## src/logic/ubs_pkg.sv

```systemverilog
// package of offsets, field layouts and reset values for the boost and swap config bank
package ubs_pkg;

    // --------------------------------------------------------------
    // register offsets
    // --------------------------------------------------------------
    localparam logic [7:0] UP_BOOST_OFF   = 8'hF6;
    localparam logic [7:0] DOWN_BOOST_OFF = 8'hF8;
    localparam logic [7:0] SWAP_OFF       = 8'hFA;

    // --------------------------------------------------------------
    // field positions
    // --------------------------------------------------------------
    localparam int UP_LVL_LSB    = 0;
    localparam int DOWN1_LVL_LSB = 0;
    localparam int DOWN2_LVL_LSB = 2;
    localparam int DOWN3_LVL_LSB = 4;
    localparam int SWAP_LSB      = 0;
    localparam int LVL_W         = 2;
    localparam int NUM_PORTS     = 4;

    // --------------------------------------------------------------
    // writable bit masks (reserved bits are dropped)
    // --------------------------------------------------------------
    localparam logic [7:0] UP_BOOST_MASK   = 8'h03;
    localparam logic [7:0] DOWN_BOOST_MASK = 8'h3F;
    localparam logic [7:0] SWAP_MASK       = 8'h0F;

    // --------------------------------------------------------------
    // reset values: normal drive, no swap
    // --------------------------------------------------------------
    localparam logic [7:0] UP_BOOST_RST   = 8'h00;
    localparam logic [7:0] DOWN_BOOST_RST = 8'h00;
    localparam logic [7:0] SWAP_RST       = 8'h00;

    typedef enum logic [1:0] {
        UBS_BOOST_NONE,
        UBS_BOOST_LOW,
        UBS_BOOST_MEDIUM,
        UBS_BOOST_HIGH
    } ubs_boost_t;

endpackage

```

## src/logic/ubs_pad_swap.sv

```systemverilog
// pad multiplexer that exchanges the d+ and d- functions between the dp and dm pads
`timescale 1ns/1ps

module ubs_pad_swap (
    input  wire logic swap,
    input  wire logic d_plus_out,
    input  wire logic d_plus_oe,
    input  wire logic d_minus_out,
    input  wire logic d_minus_oe,
    output logic      d_plus_in,
    output logic      d_minus_in,
    input  wire logic pad_dp_in,
    input  wire logic pad_dm_in,
    output logic      pad_dp_out,
    output logic      pad_dp_oe,
    output logic      pad_dm_out,
    output logic      pad_dm_oe
);

    // purely combinational routing: the line signals are not sampled on sys_clk,
    // they only pass through the mux, so no synchroniser belongs here
    always_comb begin
        if (swap) begin
            pad_dp_out = d_minus_out;
            pad_dp_oe  = d_minus_oe;
            pad_dm_out = d_plus_out;
            pad_dm_oe  = d_plus_oe;
            d_plus_in  = pad_dm_in;
            d_minus_in = pad_dp_in;
        end else begin
            pad_dp_out = d_plus_out;
            pad_dp_oe  = d_plus_oe;
            pad_dm_out = d_minus_out;
            pad_dm_oe  = d_minus_oe;
            d_plus_in  = pad_dp_in;
            d_minus_in = pad_dm_in;
        end
    end

endmodule

```

## src/logic/ubs_cfg_bank.sv

```systemverilog
// drive boost and pin pair swap configuration bank with per-port pad multiplexers
//
// Summary of operation
// - The upstream register holds a two-bit boost level in bits 1:0 with 00 normal up to 11 high, bits 7:2 reserved.
// - The downstream register holds the port 3 boost level in bits 5:4 with the same coding, bits 7:6 reserved.
// - The downstream register holds the port 2 boost level in bits 3:2, 00 no boost and 01/10/11 low, medium, high.
// - The downstream register holds the port 1 boost level in bits 1:0, 00 meaning normal drive.
// - A swap bit of 0 ties d+ to the dp pad and d- to dm, and a 1 ties d+ to dm and d- to dp.
// - Swap register bit 0 swaps the upstream port and bits 1 to 3 swap downstream ports 1 to 3, bits 7:4 reserved.
`timescale 1ns/1ps

module ubs_cfg_bank (
    input  wire logic       sys_clk,
    input  wire logic       srst,
    input  wire logic       cfg_wr_en,
    input  wire logic       cfg_rd_en,
    input  wire logic [7:0] cfg_addr,
    input  wire logic [7:0] cfg_wdata,
    output logic      [7:0] cfg_rdata,
    output logic            cfg_rd_valid,
    output logic      [1:0] upstream_drive_level,
    output logic      [1:0] down1_drive_level,
    output logic      [1:0] down2_drive_level,
    output logic      [1:0] down3_drive_level,
    output logic      [3:0] pin_pair_swap_mask,
    input  wire logic [3:0] xcvr_dplus_out,
    input  wire logic [3:0] xcvr_dplus_oe,
    input  wire logic [3:0] xcvr_dminus_out,
    input  wire logic [3:0] xcvr_dminus_oe,
    output logic      [3:0] xcvr_dplus_in,
    output logic      [3:0] xcvr_dminus_in,
    input  wire logic [3:0] pad_dp_in,
    input  wire logic [3:0] pad_dm_in,
    output logic      [3:0] pad_dp_out,
    output logic      [3:0] pad_dp_oe,
    output logic      [3:0] pad_dm_out,
    output logic      [3:0] pad_dm_oe
);

    // --------------------------------------------------------------
    // access decode
    // --------------------------------------------------------------
    function automatic logic hit(input logic [7:0] addr, input logic [7:0] off);
        hit = (addr == off);
    endfunction

    // reserved bits are masked on both write and read so they always read zero
    function automatic logic [7:0] readback(input logic [7:0] addr,
                                            input logic [7:0] up_v,
                                            input logic [7:0] dn_v,
                                            input logic [7:0] sw_v);
        readback = 8'h00;
        if (hit(addr, ubs_pkg::UP_BOOST_OFF)) begin
            readback = up_v & ubs_pkg::UP_BOOST_MASK;
        end else if (hit(addr, ubs_pkg::DOWN_BOOST_OFF)) begin
            readback = dn_v & ubs_pkg::DOWN_BOOST_MASK;
        end else if (hit(addr, ubs_pkg::SWAP_OFF)) begin
            readback = sw_v & ubs_pkg::SWAP_MASK;
        end
    endfunction

    // --------------------------------------------------------------
    // configuration registers
    // --------------------------------------------------------------
    logic [7:0] up_boost_reg;
    logic [7:0] up_boost_next;
    logic [7:0] down_boost_reg;
    logic [7:0] down_boost_next;
    logic [7:0] swap_reg;
    logic [7:0] swap_next;
    logic [7:0] rdata_reg;
    logic [7:0] rdata_next;
    logic       rd_valid_reg;
    logic       rd_valid_next;

    always_comb begin
        up_boost_next   = up_boost_reg;
        down_boost_next = down_boost_reg;
        swap_next       = swap_reg;
        if (cfg_wr_en && hit(cfg_addr, ubs_pkg::UP_BOOST_OFF)) begin
            up_boost_next = cfg_wdata & ubs_pkg::UP_BOOST_MASK;
        end
        if (cfg_wr_en && hit(cfg_addr, ubs_pkg::DOWN_BOOST_OFF)) begin
            down_boost_next = cfg_wdata & ubs_pkg::DOWN_BOOST_MASK;
        end
        if (cfg_wr_en && hit(cfg_addr, ubs_pkg::SWAP_OFF)) begin
            swap_next = cfg_wdata & ubs_pkg::SWAP_MASK;
        end
        // a read in the same cycle as a write returns the old contents
        rdata_next    = cfg_rd_en ? readback(cfg_addr, up_boost_reg, down_boost_reg, swap_reg)
                                  : rdata_reg;
        rd_valid_next = cfg_rd_en;
    end

    always_ff @(posedge sys_clk) begin
        if (srst) begin
            up_boost_reg   <= ubs_pkg::UP_BOOST_RST;
            down_boost_reg <= ubs_pkg::DOWN_BOOST_RST;
            swap_reg       <= ubs_pkg::SWAP_RST;
            rdata_reg      <= 8'h00;
            rd_valid_reg   <= 1'b0;
        end else begin
            up_boost_reg   <= up_boost_next;
            down_boost_reg <= down_boost_next;
            swap_reg       <= swap_next;
            rdata_reg      <= rdata_next;
            rd_valid_reg   <= rd_valid_next;
        end
    end

    // --------------------------------------------------------------
    // static select outputs
    // --------------------------------------------------------------
    // boost codes above 00 may break compliance levels; the bank does not police that
    assign upstream_drive_level = up_boost_reg[ubs_pkg::UP_LVL_LSB +: ubs_pkg::LVL_W];
    assign down3_drive_level    = down_boost_reg[ubs_pkg::DOWN3_LVL_LSB +: ubs_pkg::LVL_W];
    assign down2_drive_level    = down_boost_reg[ubs_pkg::DOWN2_LVL_LSB +: ubs_pkg::LVL_W];
    assign down1_drive_level    = down_boost_reg[ubs_pkg::DOWN1_LVL_LSB +: ubs_pkg::LVL_W];
    assign pin_pair_swap_mask   = swap_reg[ubs_pkg::SWAP_LSB +: ubs_pkg::NUM_PORTS];
    assign cfg_rdata            = rdata_reg;
    assign cfg_rd_valid         = rd_valid_reg;

    // --------------------------------------------------------------
    // pad multiplexers, index 0 upstream, 1..3 downstream
    // --------------------------------------------------------------
    for (genvar p = 0; p < ubs_pkg::NUM_PORTS; p++) begin : g_port
        ubs_pad_swap u_swap (
            .swap        (pin_pair_swap_mask[p]),
            .d_plus_out  (xcvr_dplus_out[p]),
            .d_plus_oe   (xcvr_dplus_oe[p]),
            .d_minus_out (xcvr_dminus_out[p]),
            .d_minus_oe  (xcvr_dminus_oe[p]),
            .d_plus_in   (xcvr_dplus_in[p]),
            .d_minus_in  (xcvr_dminus_in[p]),
            .pad_dp_in   (pad_dp_in[p]),
            .pad_dm_in   (pad_dm_in[p]),
            .pad_dp_out  (pad_dp_out[p]),
            .pad_dp_oe   (pad_dp_oe[p]),
            .pad_dm_out  (pad_dm_out[p]),
            .pad_dm_oe   (pad_dm_oe[p])
        );
    end
endmodule

```

## config.mk

```make
export PLATFORM = sky130hd
export DESIGN_NAME = ubs_cfg_bank
export DESIGN_NICKNAME = d
export VERILOG_FILES = /design/src/logic/ubs_pkg.sv /design/src/logic/ubs_pad_swap.sv /design/src/logic/ubs_cfg_bank.sv
export SDC_FILE = /design/constraint.sdc
export NUM_CORES = 1
export LEC_CHECK = 0
export BUFFER_PORTS_ARGS = -buffer_cell sky130_fd_sc_hd__buf_2
export CAP_MARGIN = 10
export CORE_MARGIN = 2
export CORE_UTILIZATION = 45
export CTS_BUF_LIST = sky130_fd_sc_hd__clkbuf_8
export DETAILED_ROUTE_END_ITERATION = 10
export PLACE_DENSITY = 0.83
export RECOVER_POWER = 25
export SLEW_MARGIN = 10
export SYNTH_ARGS = -nofsm -noshare
export SYNTH_HDL_FRONTEND = slang
export SYNTH_SLANG_ARGS = --single-unit
```

## constraint.sdc

```tcl
create_clock -name sys_clk -period 1.3 [get_ports sys_clk]
set_input_delay 0.065 -clock sys_clk [delete_from_list [all_inputs] [get_ports sys_clk]]
set_output_delay 0.065 -clock sys_clk [all_outputs]
set_load 0.005 [all_outputs]
```

==> results of run 1 <==
## repair_timing
item                                    4_1_cts  5_1_grt
cloned                                        0        0
endpoints found under the setup margin       12       12
resized for setup                             2        4
## layout by cell type, fill, tap and decap left out, types with 2 or more instances in the layout
cell type,Yosys,routed
clkbuf_8,0,3
nand2b_1,23,23
dfxtp_2,0,4
nand2_1,3,3
nor3b_1,2,2
mux2_2,26,26
dfxtp_1,19,15
clkbuf_1,4,8
buf_4,31,3
buf_6,0,2
or4_1,4,4
mux2i_1,14,14
a21oi_1,4,4
a221o_1,2,2
inv_1,1,2
conb_1,1,2
buf_2,3,77
## power by group
part           internal [mW]  switching (mW)
clock                  0.209           0.178
combinational          0.125          0.0960
sequential             0.584        0.000819
## critical path, stage by stage, from the launching register on
cell,delay [ns]
dfxtp_2,0.35
buf_6,0.13
mux2_2,0.34
buf_2,0.13
## kinds of logic (layout without fill, tap and decap cells)
logic type,after synthesis,count (layout),synth area share
buf+inv,39,95,0.182
simple gates,44,44,0.232
mux,40,40,0.296
flops,19,19,0.260
compound gates,6,6,0.0274
other cells,1,2,0.00256
## routing by layer
metal	track usage	vias up	routed length, µm
met5	0	-	0
met4	0.0497	0	23
met3	0.0231	2	117
met2	0.292	34	1650
met1	0.194	572	1250
li1	-	599	-
## stage by stage
| stage | hold WS (ns) | worst slack [ns] | utilization | cell area (µm²) | cells |
|---|---|---|---|---|---|
| after CTS | 0.0757 | 0.00399 | 0.576 | 1770 | 250 |
| after detailed placement | 0.341 | 0.157 | 0.560 | 1720 | 246 |
| after floorplan | 0.220 | 0.146 | - | 1470 | 150 |
| after global placement | 0.333 | 0.168 | 0.560 | 1720 | 246 |
| final | 0.0740 | 0.0461 | 0.573 | 1760 | 250 |
| after global routing | 0.0786 | -0.00305 | 0.573 | 1760 | 250 |
## area by class of cell
cell class,instances,area [µm²],share of cell area
Multi-Input combinational cell,92,815,0.462
Timing Repair Buffer,90,460,0.261
Clock inverter,1,3.75,0.00213
Sequential cell,19,385,0.218
Inverter,1,3.75,0.00213
Tap cell,44,55.1,0.0312
Clock buffer,3,41.3,0.0234
## worst paths after layout
path	slack, ns	from	cells past startpoint	to
max	0.05	swap_reg[3]$_SDFFE_PP0P_	3	xcvr_dminus_in[3]
min	0.07	cfg_wdata[4]	3	down_boost_reg[4]$_SDFFE_PP0P_
max reg2reg	0.23	down_boost_reg[3]$_SDFFE_PP0P_	3	cfg_rdata[3]$_SDFFE_PP0P_
min reg2reg	0.47	cfg_rdata[2]$_SDFFE_PP0P_	2	cfg_rdata[2]$_SDFFE_PP0P_
==> results.sh, run 1 <==
export IMPL_status="complete, no violations"
export IMPL_firstDrtPassIters=4
export IMPL_clockBufferDepth=2
export IMPL_cellPowerDensity_nw_per_um2=676
export IMPL_ios=89
export IMPL_critPathArrivalTime_ns=1.19
export IMPL_post_route_period_util=0.965
export IMPL_vias=1207
export IMPL_core_um2=3080
export IMPL_fmaxAchievable_mhz=798
export IMPL_worstMarginPinSlew_ns=0.510
export IMPL_critPathLaunchType="flop"
export IMPL_gp_congestion=0.715
export IMPL_clockRootBuffer="clkbuf_8"
export IMPL_cp_required_ns=1.24
export IMPL_synth_cell_area_um2=1460
export IMPL_hold_violations=0
export IMPL_synthArstFlopShare=0
export IMPL_start_util=0.475
export IMPL_first_global_vias=1114
export IMPL_leakage_nw=0.812
export IMPL_total_power_mw=1.19
export IMPL_end_kind="primary output"
export IMPL_cts_buffers=3
export IMPL_cts_tree="yes"
export IMPL_ys_seq_elements=19
export IMPL_postSynthCellCount=149
export IMPL_drt_iter0_markers=28
export IMPL_ys_flop_type="dfxtp_1"
export IMPL_numClockSinks=19
export IMPL_drc=0
export IMPL_min_path_type="input port to flop"
export IMPL_die_area_um2=3720
export IMPL_path_class="flop to primary output"
export IMPL_grt_max_degree=25
export IMPL_vias_per_cell=4.83
export IMPL_post_cts_buffers=0
export IMPL_setup_violations=0
export IMPL_antenna_left=0
export IMPL_synth_top_cell_area_share=0.260
export IMPL_cts_hold_buf=0
export IMPL_hpwl_mm=2.46
export IMPL_clock_latency_ns=0.25
export IMPL_slew_viol_final=0
export IMPL_num_nets_final=251
export IMPL_portBuffers=84
export IMPL_grtUsageTotal=0.160
export IMPL_die_width_um=61.0
export IMPL_antenna_found_initial=0
export IMPL_finalSetupTns_ns=0
export IMPL_maxSlewHeadroom=0.660
export IMPL_fin_skew_ns=0.00124
export IMPL_grt_pass1_wl_mm=4.57
export IMPL_crit_fanout=8
export IMPL_synth_common_cells="buf_4, mux2_2, nand2b_1"
export IMPL_ys_warnings_count=0
export IMPL_synth_most_common_cell="buf_4"
export IMPL_diodes=0
export IMPL_wirelength_mm=3.04
export IMPL_detail_route_wl_per_cell_um=12.2
export IMPL_dieHeight_um=61.0
export IMPL_synth_top_area_cell="dfxtp_1"
export IMPL_grt_overflow=0
export IMPL_max_cap_violations=0
export IMPL_path_clk_slew_ns=0.07
export IMPL_synth_edff_count=0
export IMPL_syn_area_per_cell_um2=9.82
export IMPL_fin_crit_ns=1.25
export IMPL_fp_row_count=20
export IMPL_yosysUniqueCellTypes=26
export IMPL_fillCellCount=302
export IMPL_ir_drop_mv=0.315
export IMPL_seq_area_frac_synth=0.260
export IMPL_area_growth_pct=20.6
export IMPL_netlist_top_cells_area="dfxtp_1, mux2_2, buf_4"
export IMPL_cts_max_level=1
export IMPL_drive_gt1_frac=0.583
(Power assumes the default switching activity.)
==> run 2, diff against run 1 <==
HOLD_SLACK_MARGIN = 0.08   (was unset)
==> results.sh, run 2 (same netlist as run 1, synthesis figures left out) <==
export IMPL_status="complete, no violations"
export IMPL_path_class="flop to primary output"
export IMPL_wirelength_mm=3.09
export IMPL_total_power_mw=1.20
export IMPL_ir_drop_mv=0.315
export IMPL_layout_common_cells="buf_2, mux2_2, nand2b_1, dfxtp_1, mux2i_1"
export IMPL_clockBufferDepth=2
export IMPL_vias_per_cell=4.83
export IMPL_num_nets_final=253
export IMPL_crit_fanout=8
export IMPL_grtUsageTotal=0.161
export IMPL_detail_route_wl_per_cell_um=12.3
export IMPL_firstDrtPassIters=4
export IMPL_area_growth_pct=22.0
export IMPL_cellPowerDensity_nw_per_um2=673
export IMPL_worstMarginPinSlew_ns=0.518
export IMPL_clockRootBuffer="clkbuf_8"
export IMPL_drive_gt1_frac=0.577
export IMPL_first_global_vias=1121
export IMPL_gp_congestion=0.715
export IMPL_grt_pass1_wl_mm=4.60
export IMPL_maxSlewHeadroom=0.654
export IMPL_postPlaceCellArea_um2=1720
export IMPL_drc=0
export IMPL_dieHeight_um=61.0
export IMPL_fin_skew_ns=0.00210
export IMPL_finalSetupTns_ns=0
export IMPL_path_clk_slew_ns=0.07
export IMPL_fmaxAchievable_mhz=799
export IMPL_vias=1216
export IMPL_drt_iter0_markers=29
export IMPL_hold_violations=0
export IMPL_end_kind="primary output"
export IMPL_final_cell_area_um2=1780
export IMPL_setup_violations=0
export IMPL_max_cap_violations=0
export IMPL_critPathLaunchType="flop"
export IMPL_ios=89
export IMPL_leakage_nw=0.820
export IMPL_portBuffers=84
export IMPL_diodes=0
export IMPL_slew_viol_final=0
export IMPL_grt_overflow=0
export IMPL_critPathArrivalTime_ns=1.19
export IMPL_cp_required_ns=1.24
export IMPL_cts_buffers=3
export IMPL_worstReg2RegStart="down_boost_reg[3]$_SDFFE_PP0P_"
export IMPL_hpwl_mm=2.46
export IMPL_post_route_period_util=0.963
export IMPL_die_area_um2=3720
export IMPL_antenna_left=0
export IMPL_startpoint="swap_reg[3]$_SDFFE_PP0P_"
export IMPL_die_width_um=61.0
export IMPL_numClockSinks=19
export IMPL_antenna_found_initial=0
export IMPL_final_common_cell="buf_2"
export IMPL_fp_row_count=20
export IMPL_clock_latency_ns=0.25
export IMPL_grt_max_degree=25
export IMPL_final_cells=252
export IMPL_min_path_type="input port to flop"
export IMPL_hold_start="cfg_wdata[2]"
export IMPL_start_util=0.475
export IMPL_cts_tree="yes"
export IMPL_hold_ws_ns=0.0954
export IMPL_post_cts_buffers=0
export IMPL_placed_cells=246
export IMPL_cts_max_level=1
export IMPL_fin_crit_ns=1.25
export IMPL_core_um2=3080
## run 2: metrics by stage
step,utilization,setup slack [ns]
2_1_floorplan,-,0.146
3_3_place_gp,0.560,0.168
3_5_place_dp,0.560,0.157
4_1_cts,0.582,0.00399
5_1_grt,0.580,-0.00233
6_report,0.580,0.0477
## run 2: final timing paths
| path | slack (ns) | to | cells past startpoint |
|---|---|---|---|
| hold / removal | 0.1 | swap_reg[2]$_SDFFE_PP0P_ | 3 |
| hold reg to reg | 0.47 | cfg_rdata[2]$_SDFFE_PP0P_ | 2 |
| setup reg to reg | 0.23 | cfg_rdata[3]$_SDFFE_PP0P_ | 3 |
| setup / recovery | 0.05 | xcvr_dminus_in[3] | 3 |
## run 2: metal layers
layer / vias up / global-route usage / part of all wire
li1: 603 / - / -
met1: 573 / 0.192 / 0.41
met2: 38 / 0.296 / 0.54
met3: 2 / 0.0231 / 0.040
met4: 0 / 0.0497 / 0.0078
met5: - / 0 / 0
## run 2: where the power goes
group	switching (mW)	internal [mW]	total, mW	leakage (nW)
clock network	0.181	0.209	0.390	0.0269
registers	0.000820	0.584	0.585	0.155
logic	0.0973	0.129	0.226	0.638
total	0.279	0.922	1.20	0.820
## run 2: repair_timing
action,in CTS,in global routing
hold buffers,2,0
gates resized for setup,2,4
hold endpoints to repair,2,0
endpoints found under the setup margin,12,12
## run 2: worst max-delay path, cell delays in order (launching register included)
cell     delay [ns]
dfxtp_2        0.34
buf_6          0.13
mux2_2         0.34
buf_2          0.13
## run 2: layout make-up
cell class              instances  area (µm²)
repair buffers                 92         480
fillers                       296        1290
flip-flops and latches         19         385
clock inverters                 1        3.75
well taps                      44        55.1
multi-input cells              92         815
clock buffers                   3        41.3
inverters                       1        3.75
